## config.mk

```make
export PLATFORM = sky130hd
export DESIGN_NAME = gxp_extender
export DESIGN_NICKNAME = d
export VERILOG_FILES = /design/src/gxp_pkg.sv /design/src/gxp_extender.sv
export VERILOG_INCLUDE_DIRS = /design/src
export SDC_FILE = /design/constraint.sdc
export NUM_CORES = 1
export LEC_CHECK = 0
export ABC_AREA = 1
export BUFFER_PORTS_ARGS = -buffer_cell sky130_fd_sc_hd__clkbuf_2
export CORE_MARGIN = 1.5
export CORE_UTILIZATION = 50
export CTS_BUF_LIST = sky130_fd_sc_hd__clkbuf_16
export DETAILED_ROUTE_END_ITERATION = 10
export PLACE_DENSITY = 0.7
export SKIP_LAST_GASP = 1
export SLEW_MARGIN = 20
export SYNTH_ARGS = -nofsm -noshare
export SYNTH_HDL_FRONTEND = slang
export SYNTH_SLANG_ARGS = --single-unit
```

## constraint.sdc

```tcl
create_clock -name clk -period 2.5 [get_ports clk]
set_input_delay 0.5 -clock clk [delete_from_list [all_inputs] [get_ports clk]]
set_output_delay 0.5 -clock clk [all_outputs]
set_load 0.02 [all_outputs]
```

## src/gxp_cfg.svh

```systemverilog
// Purpose: Offsets, field positions, reset values and timing counts of the port extender.
// Assumes: 100 MHz core clock, registers on a 32-bit bus at byte addresses.
// Notes: Included by its bare name; definitions only.
`ifndef GXP_CFG_SVH
`define GXP_CFG_SVH
`define GXP_OFS_PORT0 8'h00
`define GXP_OFS_DEBOUNCE 8'h14
`define GXP_OFS_BUCK 8'h18
`define GXP_OFS_EVENT 8'h1c
`define GXP_OFS_MASK 8'h20
`define GXP_OFS_STATUS 8'h24
`define GXP_OFS_VSEL 8'h28
`define GXP_PORT_RST 6'h00
`define GXP_BUCK_RST 26'h0
`define GXP_DEBOUNCE_RST 8'h0a
`define GXP_MASK_RST 8'h00
`define GXP_VSEL_RST 3'h0
`define GXP_FUNC_INPUT 2'h0
`define GXP_FUNC_ALT 2'h1
`define GXP_FUNC_OUTPUT 2'h2
`define GXP_ALT_SO_PORT 3
`define GXP_ALT_CS_PORT 4
`define GXP_ST_BUCKA 8
`define GXP_ST_BUCKB 9
`define GXP_ST_ALT 10
`define GXP_ST_ON 11
`define GXP_ST_ADDR2 12
`define GXP_CLK_HZ 100000000
`define GXP_DEBOUNCE_UNIT_MS 1
`define GXP_CYC_PER_UNIT (`GXP_CLK_HZ / 1000 * `GXP_DEBOUNCE_UNIT_MS)
`endif

```

## src/gxp_pkg.sv

```systemverilog
// Purpose: Types shared by the port extender.
// Assumes: Field layouts match the register map in gxp_cfg.svh.
// Notes: Nothing here holds a number of its own.
`default_nettype none
package gxp_pkg;
	typedef struct packed {
		logic openDrain;
		logic pullEn;
		logic behaviour;
		logic polarity;
		logic [1:0] func;
	} gxp_portcfg_s;
	typedef struct packed {
		logic [2:0] addrInSel;
		logic addrSelEn;
		logic [2:0] pgPortB;
		logic [2:0] pgPortA;
		logic pdDisB;
		logic pdDisA;
		logic [2:0] vselInB;
		logic [2:0] vselInA;
		logic [2:0] enInB;
		logic [2:0] enInA;
		logic enB;
		logic enA;
	} gxp_buck_s;
endpackage : gxp_pkg
`default_nettype wire

```

## src/gxp_extender.sv

```systemverilog
// Purpose: Port extender with debounce, events, buck control and power-good outputs.
// Assumes: Pins are synchronous-safe after the two-stage synchronisers; one clock.
// Notes: Avalon-MM slave answers every access on the second cycle.
//
// The Avalon-MM register port and the placing of the registers were chosen for this implementation.
`include "gxp_cfg.svh"
`default_nettype none
module gxp_extender #(
	parameter int NUM_PORTS = 5,
	parameter int UNIT_CYCLES = `GXP_CYC_PER_UNIT
) (
	input wire logic clk,
	input wire logic sys_rst,
	input wire logic [7:0] avs_address,
	input wire logic avs_read,
	input wire logic avs_write,
	input wire logic [31:0] avs_writedata,
	input wire logic [3:0] avs_byteenable,
	output logic [31:0] avs_readdata,
	output logic avs_waitrequest,
	input wire logic chipEnable,
	input wire logic fourWireStrap,
	input wire logic [NUM_PORTS-1:0] portIn,
	output logic [NUM_PORTS-1:0] portOut,
	output logic [NUM_PORTS-1:0] portOe,
	output logic [NUM_PORTS-1:0] portPullUpEn,
	output logic [NUM_PORTS-1:0] portPullDownEn,
	input wire logic ifSoData,
	input wire logic ifSoOe,
	output logic ifChipSelect,
	input wire logic powerGoodA,
	input wire logic powerGoodB,
	output logic buckAEn,
	output logic buckBEn,
	output logic buckAPulldownEn,
	output logic buckBPulldownEn,
	output logic buckAVoltageSel,
	output logic buckBVoltageSel,
	output logic inputSupplySel,
	output logic useSecondAddr,
	output logic interruptOut_n
);
	localparam int CW = $clog2(UNIT_CYCLES + 1);

	// The 3-bit port selectors and the interface pins need five to seven ports.
	if (NUM_PORTS < 5 || NUM_PORTS > 7) begin : gBadPorts
		$error("NUM_PORTS must be 5 to 7");
	end
	if (UNIT_CYCLES < 1) begin : gBadUnit
		$error("UNIT_CYCLES must be positive");
	end

	gxp_pkg::gxp_portcfg_s portCfg_r [NUM_PORTS];
	gxp_pkg::gxp_buck_s buck_r;
	logic [7:0] debounce_r;
	logic [NUM_PORTS-1:0] event_r;
	logic [NUM_PORTS-1:0] mask_r;
	logic [2:0] vsel_r;
	logic [2:0] vsel_nxt;
	logic [NUM_PORTS-1:0] syncA_r;
	logic [NUM_PORTS-1:0] syncB_r;
	logic [NUM_PORTS-1:0] status;
	logic [NUM_PORTS-1:0] prevStatus_r;
	logic [NUM_PORTS-1:0] preset;
	logic [NUM_PORTS-1:0] isInput;
	logic onMode_r;
	logic onPrev_r;
	logic fourWire_r;
	logic strapDone_r;
	logic altMode;
	logic [CW-1:0] unitCnt_r;
	logic unitTick;
	logic ack_r;
	logic wrEn;
	logic [31:0] wmask;
	logic [31:0] rdMux;
	logic buckAEn_r;
	logic buckBEn_r;
	logic buckAPd_r;
	logic buckBPd_r;
	logic addr2_r;
	logic irqN_r;
	logic ifCs_r;

	function automatic logic selBit(input logic [2:0] sel, input logic [NUM_PORTS-1:0] v);
		logic r;
		r = 1'b0;
		for (int k = 0; k < NUM_PORTS; k++) begin
			if (sel == 3'(k + 1)) begin
				r = v[k];
			end
		end
		return r;
	endfunction : selBit

	// Bus slave: waitrequest drops one cycle after the request rises.
	assign avs_waitrequest = (avs_read | avs_write) & ~ack_r;
	assign wrEn = avs_write & ack_r;
	assign wmask = {{8{avs_byteenable[3]}}, {8{avs_byteenable[2]}},
		{8{avs_byteenable[1]}}, {8{avs_byteenable[0]}}};

	always_ff @(posedge clk) begin
		if (sys_rst) begin
			ack_r <= 1'b0;
		end else begin
			ack_r <= (avs_read | avs_write) & ~ack_r;
		end
	end

	always_comb begin
		rdMux = 32'h0;
		case (avs_address)
			`GXP_OFS_DEBOUNCE: rdMux[7:0] = debounce_r;
			`GXP_OFS_BUCK: rdMux[25:0] = buck_r;
			`GXP_OFS_EVENT: rdMux[NUM_PORTS-1:0] = event_r;
			`GXP_OFS_MASK: rdMux[NUM_PORTS-1:0] = mask_r;
			`GXP_OFS_VSEL: rdMux[2:0] = vsel_r;
			`GXP_OFS_STATUS: begin
				rdMux[NUM_PORTS-1:0] = status;
				rdMux[`GXP_ST_BUCKA] = buckAEn_r;
				rdMux[`GXP_ST_BUCKB] = buckBEn_r;
				rdMux[`GXP_ST_ALT] = altMode;
				rdMux[`GXP_ST_ON] = onMode_r;
				rdMux[`GXP_ST_ADDR2] = addr2_r;
			end
			default: begin
				for (int k = 0; k < NUM_PORTS; k++) begin
					if (avs_address == `GXP_OFS_PORT0 + 8'(4 * k)) begin
						rdMux[5:0] = portCfg_r[k];
					end
				end
			end
		endcase
	end

	// Read data is captured in the wait cycle, so it stands while waitrequest is low.
	always_ff @(posedge clk) begin
		if (sys_rst) begin
			avs_readdata <= 32'h0;
		end else if (avs_read && !ack_r) begin
			avs_readdata <= rdMux;
		end
	end

	always_ff @(posedge clk) begin
		if (sys_rst) begin
			buck_r <= `GXP_BUCK_RST;
			debounce_r <= `GXP_DEBOUNCE_RST;
			mask_r <= NUM_PORTS'(`GXP_MASK_RST);
		end else if (wrEn) begin
			if (avs_address == `GXP_OFS_BUCK) begin
				buck_r <= (buck_r & ~wmask[25:0]) | (avs_writedata[25:0] & wmask[25:0]);
			end
			if (avs_address == `GXP_OFS_DEBOUNCE) begin
				debounce_r <= (debounce_r & ~wmask[7:0]) | (avs_writedata[7:0] & wmask[7:0]);
			end
			if (avs_address == `GXP_OFS_MASK && avs_byteenable[0]) begin
				mask_r <= avs_writedata[NUM_PORTS-1:0];
			end
		end
	end

	// Mode tracking and the start-up strap, caught once after reset release.
	always_ff @(posedge clk) begin
		if (sys_rst) begin
			onMode_r <= 1'b0;
			onPrev_r <= 1'b0;
			fourWire_r <= 1'b0;
			strapDone_r <= 1'b0;
		end else begin
			onMode_r <= chipEnable;
			onPrev_r <= onMode_r;
			if (!strapDone_r) begin
				fourWire_r <= fourWireStrap;
				strapDone_r <= 1'b1;
			end
		end
	end

	assign altMode = fourWire_r ||
		(portCfg_r[`GXP_ALT_SO_PORT].func == `GXP_FUNC_ALT &&
		portCfg_r[`GXP_ALT_CS_PORT].func == `GXP_FUNC_ALT);

	// One pulse per debounce unit; the debouncers count these, not clocks.
	always_ff @(posedge clk) begin
		if (sys_rst || unitTick) begin
			unitCnt_r <= '0;
		end else begin
			unitCnt_r <= unitCnt_r + 1'b1;
		end
	end
	assign unitTick = unitCnt_r == CW'(UNIT_CYCLES - 1);

	always_ff @(posedge clk) begin
		if (sys_rst) begin
			syncA_r <= '0;
			syncB_r <= '0;
		end else begin
			syncA_r <= portIn;
			syncB_r <= syncA_r;
		end
	end

	for (genvar g = 0; g < NUM_PORTS; g++) begin : gPort
		localparam logic [7:0] OFS = `GXP_OFS_PORT0 + 8'(4 * g);
		localparam logic [2:0] SELCODE = 3'(g + 1);
		localparam bit ALT_PIN = (g == `GXP_ALT_SO_PORT) || (g == `GXP_ALT_CS_PORT);
		logic [1:0] funcPrev_r;
		logic [7:0] dbCnt_r;
		logic st_r;
		logic act;
		logic ignored;
		logic selA;
		logic selB;
		logic level;
		logic out_r;
		logic oe_r;
		logic pu_r;
		logic pd_r;

		always_ff @(posedge clk) begin
			if (sys_rst) begin
				portCfg_r[g] <= `GXP_PORT_RST;
			end else if (wrEn && avs_address == OFS) begin
				portCfg_r[g] <= (portCfg_r[g] & ~wmask[5:0]) | (avs_writedata[5:0] & wmask[5:0]);
			end
		end

		assign ignored = ALT_PIN && altMode;
		assign isInput[g] = portCfg_r[g].func == `GXP_FUNC_INPUT && !ignored;
		assign act = portCfg_r[g].polarity ? syncB_r[g] : ~syncB_r[g];
		assign preset[g] = !onMode_r || (onMode_r && !onPrev_r) ||
			(portCfg_r[g].func != funcPrev_r);

		always_ff @(posedge clk) begin
			if (sys_rst) begin
				funcPrev_r <= `GXP_FUNC_INPUT;
			end else begin
				funcPrev_r <= portCfg_r[g].func;
			end
		end

		// Status holds the active state; passive is zero, so a preset re-arms the edge.
		always_ff @(posedge clk) begin
			if (sys_rst || preset[g] || !isInput[g]) begin
				st_r <= 1'b0;
				dbCnt_r <= 8'h0;
			end else if (act == st_r) begin
				dbCnt_r <= 8'h0;
			end else if (!portCfg_r[g].behaviour) begin
				st_r <= act;
			end else if (unitTick) begin
				if (dbCnt_r + 8'h1 >= debounce_r) begin
					st_r <= act;
					dbCnt_r <= 8'h0;
				end else begin
					dbCnt_r <= dbCnt_r + 8'h1;
				end
			end
		end
		assign status[g] = st_r;

		assign selA = buck_r.pgPortA == SELCODE;
		assign selB = buck_r.pgPortB == SELCODE;
		// Shared port: both must be good; either failing drives it low at once.
		assign level = (selA || selB) ? ((!selA || powerGoodA) && (!selB || powerGoodB))
			: portCfg_r[g].behaviour;

		always_ff @(posedge clk) begin
			if (sys_rst || !onMode_r) begin
				out_r <= 1'b0;
				oe_r <= 1'b0;
				pu_r <= 1'b0;
				pd_r <= 1'b0;
			end else if (ignored) begin
				out_r <= (g == `GXP_ALT_SO_PORT) && ifSoData;
				oe_r <= (g == `GXP_ALT_SO_PORT) && ifSoOe;
				pu_r <= 1'b0;
				pd_r <= 1'b0;
			end else if (portCfg_r[g].func == `GXP_FUNC_OUTPUT) begin
				pd_r <= 1'b0;
				if (portCfg_r[g].openDrain) begin
					out_r <= 1'b0;
					oe_r <= !level;
					pu_r <= portCfg_r[g].pullEn;
				end else begin
					out_r <= level;
					oe_r <= 1'b1;
					pu_r <= 1'b0;
				end
			end else begin
				out_r <= 1'b0;
				oe_r <= 1'b0;
				pu_r <= 1'b0;
				pd_r <= portCfg_r[g].pullEn;
			end
		end
		assign portOut[g] = out_r;
		assign portOe[g] = oe_r;
		assign portPullUpEn[g] = pu_r;
		assign portPullDownEn[g] = pd_r;
	end

	// Events: a new edge in the clearing cycle wins, so nothing is lost.
	always_ff @(posedge clk) begin
		if (sys_rst) begin
			prevStatus_r <= '0;
			event_r <= '0;
			irqN_r <= 1'b1;
		end else begin
			prevStatus_r <= status;
			event_r <= (event_r & ~((wrEn && avs_address == `GXP_OFS_EVENT && avs_byteenable[0])
				? avs_writedata[NUM_PORTS-1:0] : NUM_PORTS'(0)))
				| (status & ~prevStatus_r);
			irqN_r <= !(|(event_r & ~mask_r));
		end
	end
	assign interruptOut_n = irqN_r;

	// Any status change toggles, including the forced drop in OFF mode.
	// Software that cares should rewrite the select bits after returning to ON mode.
	always_comb begin
		vsel_nxt = vsel_r;
		if (wrEn && avs_address == `GXP_OFS_VSEL && avs_byteenable[0]) begin
			vsel_nxt = avs_writedata[2:0];
		end
		vsel_nxt[0] = vsel_nxt[0] ^ selBit(buck_r.vselInA, status ^ prevStatus_r);
		vsel_nxt[1] = vsel_nxt[1] ^ selBit(buck_r.vselInB, status ^ prevStatus_r);
	end

	always_ff @(posedge clk) begin
		if (sys_rst) begin
			vsel_r <= `GXP_VSEL_RST;
		end else begin
			vsel_r <= vsel_nxt;
		end
	end
	assign buckAVoltageSel = vsel_r[0];
	assign buckBVoltageSel = vsel_r[1];
	assign inputSupplySel = vsel_r[2];

	// Bucks are registered from the selected status bit, so an edge on that input reconfigures them one cycle later.
	always_ff @(posedge clk) begin
		if (sys_rst || !onMode_r) begin
			buckAEn_r <= 1'b0;
			buckBEn_r <= 1'b0;
			buckAPd_r <= 1'b0;
			buckBPd_r <= 1'b0;
		end else begin
			buckAEn_r <= buck_r.enA || selBit(buck_r.enInA, status);
			buckBEn_r <= buck_r.enB || selBit(buck_r.enInB, status);
			buckAPd_r <= !(buck_r.enA || selBit(buck_r.enInA, status)) && !buck_r.pdDisA;
			buckBPd_r <= !(buck_r.enB || selBit(buck_r.enInB, status)) && !buck_r.pdDisB;
		end
	end
	assign buckAEn = buckAEn_r;
	assign buckBEn = buckBEn_r;
	assign buckAPulldownEn = buckAPd_r;
	assign buckBPulldownEn = buckBPd_r;

	// A cleared selector keeps the first address, so disabling selection is always safe.
	always_ff @(posedge clk) begin
		if (sys_rst) begin
			addr2_r <= 1'b0;
			ifCs_r <= 1'b0;
		end else begin
			addr2_r <= buck_r.addrSelEn && buck_r.addrInSel != 3'h0 &&
				!selBit(buck_r.addrInSel, status);
			ifCs_r <= altMode && syncB_r[`GXP_ALT_CS_PORT];
		end
	end
	assign useSecondAddr = addr2_r;
	assign ifChipSelect = ifCs_r;
endmodule : gxp_extender
`default_nettype wire

```

# Word level (Yosys, flattened, before mapping)
# Memory sizes are Yosys's and may differ from the RTL's.
# Cells that the tools add are included.
# totals
register_bits	192
ramBits	30
inputBits	59
out_inout_bits	63
elab_cells	453
mem_count	1
# op_classes
n_addsub	6
magnitude_cmp	5
eq_ne	73
mux	104
bitwise_logic	59
reduce_logical	136
# mem_list
name	depth	word_bits	read_ports	rd_ports_with_merged_regs	write_ports	line	source
portCfg_r	5	6	5	0	5	gxp_extender.sv:53	gxp_pkg::gxp_portcfg_s portCfg_r [NUM_PORTS];
# op_table
cell	count
$mux 1	81
$mux 6	10
$and 26x26->26	2
$eq 3x2->1 const B	14
$eq 3x3->1 const B	14
$add 8x1->8 const B	5
$ge 8x8->1	5
$mux 8	5
$and 6x6->6	6
$logic_or 1x1->1	36
$eq 8x5->1 const B	4
$logic_not 1->1	30
$or 6x6->6	5
$reduce_or 3->1	9
$not 26->26	1
$or 26x26->26	1
$logic_and 1x1->1	25
$eq 8x6->1 const B	3
$reduce_or 2->1	11
$eq 3x1->1 const B	7
$not 1->1	21
$pmux 3 s6	1
$add 17x1->17 const B	1
$eq 17x17->1 const B	1
33 further kinds	85

# Depth between registers and ports, before layout
# Gate-level depths: netlist (run 1).
# logic_depth
ltp_word	10
mapped_depth	15
mapped_depth_nobuf	15

# Least setup slack after synthesis (run 1)
# Ideal clock, no wire load.
# synth_path
path_type	register -> register
startpoint	register gPort[4].dbCnt_r[0]
endpoint	register gPort[4].dbCnt_r[0]
setup_time_ns	0.114
arrival_ns	1.875
required_time_ns	2.386
path_slack_ns	0.511
path_stages_with_launch	13
n_path_buf	0
period_less_slack_ns	1.989
path_cell_list	dfxtp_1 ha_1 nand3_1 nand3b_1 xor2_1 ha_1 nand2_1 nor2_1 nand4_1 nand3_1 inv_1 a21oi_1 nor2_1
# synth_via
elab_chain_len	3
# synth_rtl
item	line	source
start: declaration	gxp_extender.sv:209	logic [7:0] dbCnt_r;
start signal: assignment	gxp_extender.sv:257	dbCnt_r <= dbCnt_r + 8'h1;
$add 8x1->8 (*)	gxp_extender.sv:253, gxp_extender.sv:257	
$ge 8x8->1	gxp_extender.sv:253	if (dbCnt_r + 8'h1 >= debounce_r) begin
$mux 8 (*)	gxp_extender.sv:253	
# Every way passes the cells marked *; elsewhere a longest branch is shown, timed or not.
# A chain may end at the register's enable or synchronous reset.

# Worst setup path in the final report (run 1)
# layout_path
startpoint	register gPort[2].dbCnt_r[0]
endpoint	register gPort[2].dbCnt_r[5]
# layout_via
elab_chain_len	3
# layout_rtl
item	line
start: declaration	gxp_extender.sv:209
start signal: assignment	gxp_extender.sv:257
$add 8x1->8 (*)	gxp_extender.sv:253, gxp_extender.sv:257
$ge 8x8->1	gxp_extender.sv:253
$mux 8 (*)	gxp_extender.sv:253
# Marks and branches as above.

==> results of run 1 <==
## cells by family after synthesis
logic type | count (synthesis)
AND/OR/NAND/NOR | 677
AO/OA/AOI/OAI | 278
buffers and inverters | 272
flip-flops | 222
adder cells (fa/ha/maj) | 51
XOR/XNOR | 40
other | 1
## cell type report
type | instances | share of cell area, %
repair buffers | 129 | 5.38
clock buffers | 25 | 4.84
clock inverters | 21 | 1.46
multi-input cells | 1052 | 42.6
well taps | 280 | 2.71
inverters | 216 | 6.27
flip-flops and latches | 222 | 36.7
## critical path, cell delays in order (launching register included)
cell	delay (ns)
dfxtp_1	0.38
inv_1	0.07
nor2_1	0.25
nand2_1	0.11
xor2_1	0.14
inv_1	0.08
ha_1	0.29
a21o_1	0.18
nor2_1	0.13
nand3_1	0.15
nor2_4	0.21
nand2_1	0.08
a21oi_1	0.13
## Yosys cell counts (5+ instances only)
| cell type | n |
|---|---|
| inv_2 | 10 |
| xor2_1 | 33 |
| a21o_1 | 6 |
| buf_4 | 28 |
| xnor2_1 | 7 |
| nor3_1 | 16 |
| a31oi_1 | 5 |
| buf_2 | 5 |
| nand2_2 | 5 |
| nor2_2 | 11 |
| a21oi_1 | 156 |
| nand4_1 | 15 |
| edfxtp_1 | 30 |
| ha_1 | 51 |
| inv_1 | 206 |
| o22ai_1 | 10 |
| nand2_1 | 283 |
| nand3b_1 | 8 |
| o21ai_0 | 85 |
| nand3_1 | 121 |
| o211ai_1 | 5 |
| dfxtp_1 | 192 |
| nor2_1 | 192 |
| clkbuf_1 | 18 |
## final timing paths
| check | startpoint | endpoint | cells after the start | slack [ns] |
|---|---|---|---|---|
| max | gPort[2].dbCnt_r[0] | gPort[2].dbCnt_r[5] | 12 | 0.22 |
| max reg2reg | gPort[2].dbCnt_r[0] | gPort[2].dbCnt_r[5] | 12 | 0.22 |
| min | portIn[0] | syncA_r[0] | 3 | 0.16 |
| min reg2reg | syncA_r[0] | syncB_r[0] | 2 | 0.40 |
## cell usage in the layout, fill, tap and decap left out, types with 16 or more instances in the layout
cell type,count
buf_4,20
edfxtp_1,30
o21ai_0,85
inv_1,206
nor3_1,16
nand2_1,283
xor2_1,32
clkbuf_16,25
a21oi_1,156
clkbuf_2,109
dfxtp_1,191
nand3_1,121
nor2_1,191
ha_1,51
## power groups by stage
| stage | clock network [W] | logic (W) | registers (W) |
|---|---|---|---|
| final | 0.00365 | 0.000444 | 0.00374 |
| after CTS | 0.00371 | 0.000441 | 0.00374 |
| after floorplan | 0 | 0.000243 | 0.00384 |
| after detailed placement | 0 | 0.000439 | 0.00382 |
| after global placement | 0 | 0.000433 | 0.00381 |
| after global routing | 0.00385 | 0.000490 | 0.00374 |
## per-stage QoR
| stage | instance area (um^2) | setup TNS (ns) | utilization [%] | instances |
|---|---|---|---|---|
| 3_5_place_dp | 12100 | 0 | 54.9 | 1899 |
| 2_1_floorplan | 11400 | 0 | - | 1546 |
| 5_1_grt | 12900 | -0.0216 | 58.7 | 1945 |
| 6_report | 12900 | 0 | 58.7 | 1945 |
| 4_1_cts | 12900 | 0 | 58.6 | 1945 |
| 3_3_place_gp | 12100 | 0 | 54.9 | 1899 |
## routing by layer
layer	wire, um	up-vias	global-route usage (%)	share of wire, %
met2	13700	342	42.0	46
li1	-	5190	-	-
met5	0	-	0	0
met4	1130	0	10.1	3.8
met3	2040	66	3.44	6.9
met1	12800	4683	32.6	43
==> qor.txt, run 1 <==
status: complete, no violations
register area: 4750 um^2
Main synth FF type: dfxtp_1
Pleak: 5.86 nW
WHS: 0.161 ns
Synth Area in Adders: 5.62%
synthesized area per cell: 7.37 um^2
Core Rows: 54
post-CTS resize count: 0
clk sinks: 222
largest net degree at the start of global routing: 37
CTS tree: yes
Switching Fraction: 23.8%
unrepaired setup endpoints after global routing: yes
Clk Latency, worst-skew pair: 0.54 ns
combinational power share: 5.7%
gp weighted congestion: 0.963
fillers: 2064
IO Pins: 122
final net count: 1756
post-route ant nets: 0
Yosys Warn Count: 0
max-slew violations: 0
Startpoint Class: flop
post-synth cell types: 46
Vias per Instance: 5.29
Synth Area in Compound Gates: 12.9%
share of the synthesized area in the top cell type: 33.8%
horizontal die dimension: 154 um
per-cell routed wire length: 15.3 um
Final min period: 2.28 ns
switching power: 0.00186 W
Final Skew: 0.0106 ns
CP Data Arrival Time: 2.73 ns
sequential share of power: 47.7%
EDFF count, synth: 30
global-route wire length before repair: 47800 um
Seq cells post-synth: 222
area growth from synthesis to layout: 13.8%
largest family of logic cells by synthesized area: simple AND/OR/NAND/NOR gates
Worst Path Max Fanout: 8
ratio of cells with drive above 1 in the final layout: 13.1%
Critical Path End Type: flop
Worst Setup Path Type: flop to flop
I/O Buffers: 109
TritonRoute pass-1 iters: 5
Die Y: 154 um
WL final: 29700 um
Final Cycle Share: 91.2%
mux contribution to synthesized area: 0%
DRT iter0 DRCs: 794
FMAX: 438 MHz
CP required: 2.95 ns
post-detail-place hpwl: 22300 um
worst hold path class: input port to flop
pre-CTS setup slack: 0.174 ns
Synth Area in Simple Gates: 26.5%
number of diodes: 0
hold_buf cts: 0
Initial Util: 51.6%
power per cell area: 606 nW/um^2
Max-Cap Viols: 0
Pint: 0.00597 W
CTS Buf Count: 25
Worst-Margin Slew: 0.508 ns
DRC violations left: 0
vias in the first global route: 9589
clk slew on worst S/H paths: 0.06 ns
clock network fraction of total power: 46.6%
initial antenna violation count: 0
detailed-route via count: 10300
Pwr Total: 0.00783 W
slew margin rel.: 66.1%
Core Area: 22000 um^2
die area: 23600 um^2
worst setup margin: 0.219 ns
Yosys top cell by area: dfxtp_1
All-Layer GR Usage: 25.0%
post-synthesis cell count: 1541
synthesized area: 11400 um^2
Hold Fails Final Rpt: 0
Seq/Total Area, Yosys: 41.8%
Async SR Flop Fraction: 0%
worst-case clock buffer depth: 3
Final Setup Violations: 0
Worst VDD drop: 0.000446 V
CTS H-tree depth: 1
XOR/XNOR Fraction of Synth Area: 3.08%
post-CTS setup buffers: 0
top cells by area, synth: dfxtp_1 34%, nand2_1 9.4%, edfxtp_1 7.9%
area of the multi-input gates: 5510 um^2
global route overflow: 0
clk root buf: clkbuf_16
No activity file was read; power rests on OpenSTA's default activity.
==> inputs of run 2 (changes only) <==
--- a/config.mk
+++ b/config.mk
@@ -8,6 +8,7 @@
 export LEC_CHECK = 0
 export ABC_AREA = 1
 export BUFFER_PORTS_ARGS = -buffer_cell sky130_fd_sc_hd__clkbuf_2
+export CORE_ASPECT_RATIO = 2
 export CORE_MARGIN = 1.5
 export CORE_UTILIZATION = 50
 export CTS_BUF_LIST = sky130_fd_sc_hd__clkbuf_16
==> run 2 against run 1 <==
  * Sequential cell count is the same
  * Worst setup slack worse by 0.012 ns
  * Sequential power about the same
  * Wire length increased by 7.5%
  * Fmax decreased by 0.52%
  * Core utilization is 1.1 points lower
  * Critical endpoint is now gPort[3].dbCnt_r[1]
  * Largest cell class unchanged
  * Largest power group unchanged
==> qor.txt, run 2 (synthesis gave the netlist of run 1 again) <==
per-cell routed wire length: 16.5 um
vias in the first global route: 10100
Worst Setup Path Type: flop to flop
Die Y: 216 um
Critical Path End Type: flop
CTS H-tree depth: 1
Final min period: 2.29 ns
CP Cell Sequence: ha_1 > nand3_1 > nand3b_1 > xnor2_1 > ha_1 > nand2_1 > a21oi_1 > nor2_1 > nand3_1 > inv_2 > nand3_1 > a21oi_1
most common cell after layout, fill and taps aside: nand2_1
post-route ant nets: 0
Vias per Instance: 5.37
Core Area: 22200 um^2
global-route wire length before repair: 50300 um
Switching Fraction: 24.8%
final net count: 1753
initial antenna violation count: 0
global route overflow: 0
WHS: 0.160 ns
CP Data Arrival Time: 2.75 ns
Final Cycle Share: 91.7%
ratio of cells with drive above 1 in the final layout: 12.8%
family with the most delay on the worst path: simple AND/OR/NAND/NOR gates
Worst VDD drop: 0.000564 V
post-CTS setup buffers: 0
gp weighted congestion: 0.939
die area: 23700 um^2
largest net degree at the start of global routing: 42
clk root buf: clkbuf_16
crit path buf inv count: 1
slowest stage cell, crit path: dfxtp_1
unrepaired setup endpoints after global routing: no
Final TNS setup: 0 ns
reg2reg setup slack: 0.21 ns
DRT iter0 DRCs: 609
clk sinks: 222
hold_buf cts: 0
TritonRoute pass-1 iters: 5
Worst Hold Path EP: syncA_r[0]
slew margin rel.: 61.3%
Pleak: 5.76 nW
reg2reg end: gPort[3].dbCnt_r[1]
Final Setup Violations: 0
IO Pins: 122
horizontal die dimension: 110 um
Clk Latency, worst-skew pair: 0.53 ns
CP required: 2.95 ns
post-detail-place hpwl: 24900 um
max-slew violations: 0
switching power: 0.00181 W
Pint: 0.00548 W
status: complete, no violations
clock network fraction of total power: 42.4%
most frequent cells in the layout: 283 x nand2_1, 205 x inv_1, 190 x nor2_1, 190 x dfxtp_1, 156 x a21oi_1
number of diodes: 0
Worst Path Max Fanout: 8
most used cell, CP: nand3_1
Core Rows: 77
FF-to-FF path depth: 12
area growth from synthesis to layout: 12.3%
sequential share of power: 51.3%
Util after Layout: 57.6%
Initial Util: 51.3%
combinational power share: 6.2%
hold path startpoint: portIn[0]
CTS Buf Count: 21
worst-case clock buffer depth: 3
Worst Hold Depth: 3
Pwr Total: 0.00728 W
worst hold path class: input port to flop
power per cell area: 571 nW/um^2
WL final: 31900 um
worst r2r src: gPort[3].dbCnt_r[0]
DRC violations left: 0
CTS tree: yes
All-Layer GR Usage: 27.5%
Final Skew: 0.0301 ns
CP max stage delay: 0.40 ns
detailed-route via count: 10400
Max-Cap Viols: 0
fillers: 2134
Startpoint Class: flop
clk slew on worst S/H paths: 0.07 ns
I/O Buffers: 109
FMAX: 436 MHz
Worst-Margin Slew: 0.577 ns
Hold Fails Final Rpt: 0
run 2: changes by cell type in the layout (fill, tap and decap cells not counted), moves of 2 or more:
| cell | change |
|---|---|
| clkinv_2 | -6 |
| clkbuf_16 | -4 |
| clkinvlp_4 | +3 |
| bufinv_16 | -2 |
run 2: cell type report:
| cell class | instances | area (um^2) | share of cell area, % |
|---|---|---|---|
| tap | 276 | 345 | 2.71 |
| inverter | 216 | 811 | 6.36 |
| timing repair buffer | 130 | 703 | 5.51 |
| clock buffer | 21 | 526 | 4.12 |
| clock inverter | 17 | 116 | 0.912 |
| multi-input combinational | 1052 | 5510 | 43.2 |
| sequential | 222 | 4750 | 37.2 |
run 2: how the worst max path moves through the flow:
stage	from	endpoint	slack (ns)	cells past startpoint
final	gPort[3].dbCnt_r[0]	gPort[3].dbCnt_r[1]	0.21	12
after global routing	gPort[3].dbCnt_r[0]	gPort[3].dbCnt_r[1]	0.02	12
after CTS	gPort[2].dbCnt_r[0]	gPort[2].dbCnt_r[3]	0.11	12
after detailed placement	gPort[2].dbCnt_r[0]	gPort[2].dbCnt_r[3]	0.13	12
after global placement	gPort[2].dbCnt_r[0]	gPort[2].dbCnt_r[4]	0.19	12
after floorplan	gPort[4].dbCnt_r[0]	gPort[4].dbCnt_r[0]	0.51	12
run 2: what timing repair did:
action	CTS	global route
resized for setup	0	7
setup endpoints to repair	0	26
endpoints found under the hold margin	0	0
run 2: through the flow:
stage               std cells  worst slack (ns)  instance area, um^2
finish                   1934             0.207                12800
global route             1934            0.0165                12800
CTS                      1934             0.112                12700
detailed placement       1896             0.134                12100
global placement         1896             0.191                12100
floorplan                1546             0.511                11400
run 2: power by group through the flow:
stage	registers, W	clock network, W	logic (W)
after global placement	0.00382	0	0.000446
after floorplan	0.00384	0	0.000243
after detailed placement	0.00382	0	0.000452
after global routing	0.00374	0.00328	0.000502
final	0.00374	0.00309	0.000454
after CTS	0.00374	0.00315	0.000454
run 2: worst min-delay path, delay by kind of cell:
kind / cells / cell delay (ns)
buf+inv: 2 / 0.12
simple gates: 1 / 0.03
run 2: metal layers:
layer / GRT usage [%] / share of wire [%] / vias to the layer above
met5: 0 / 0 / -
met4: 19.7 / 7.7 / 0
met3: 3.46 / 4.0 / 120
met2: 50.4 / 54 / 293
met1: 27.5 / 35 / 4789
li1: - / - / 5184
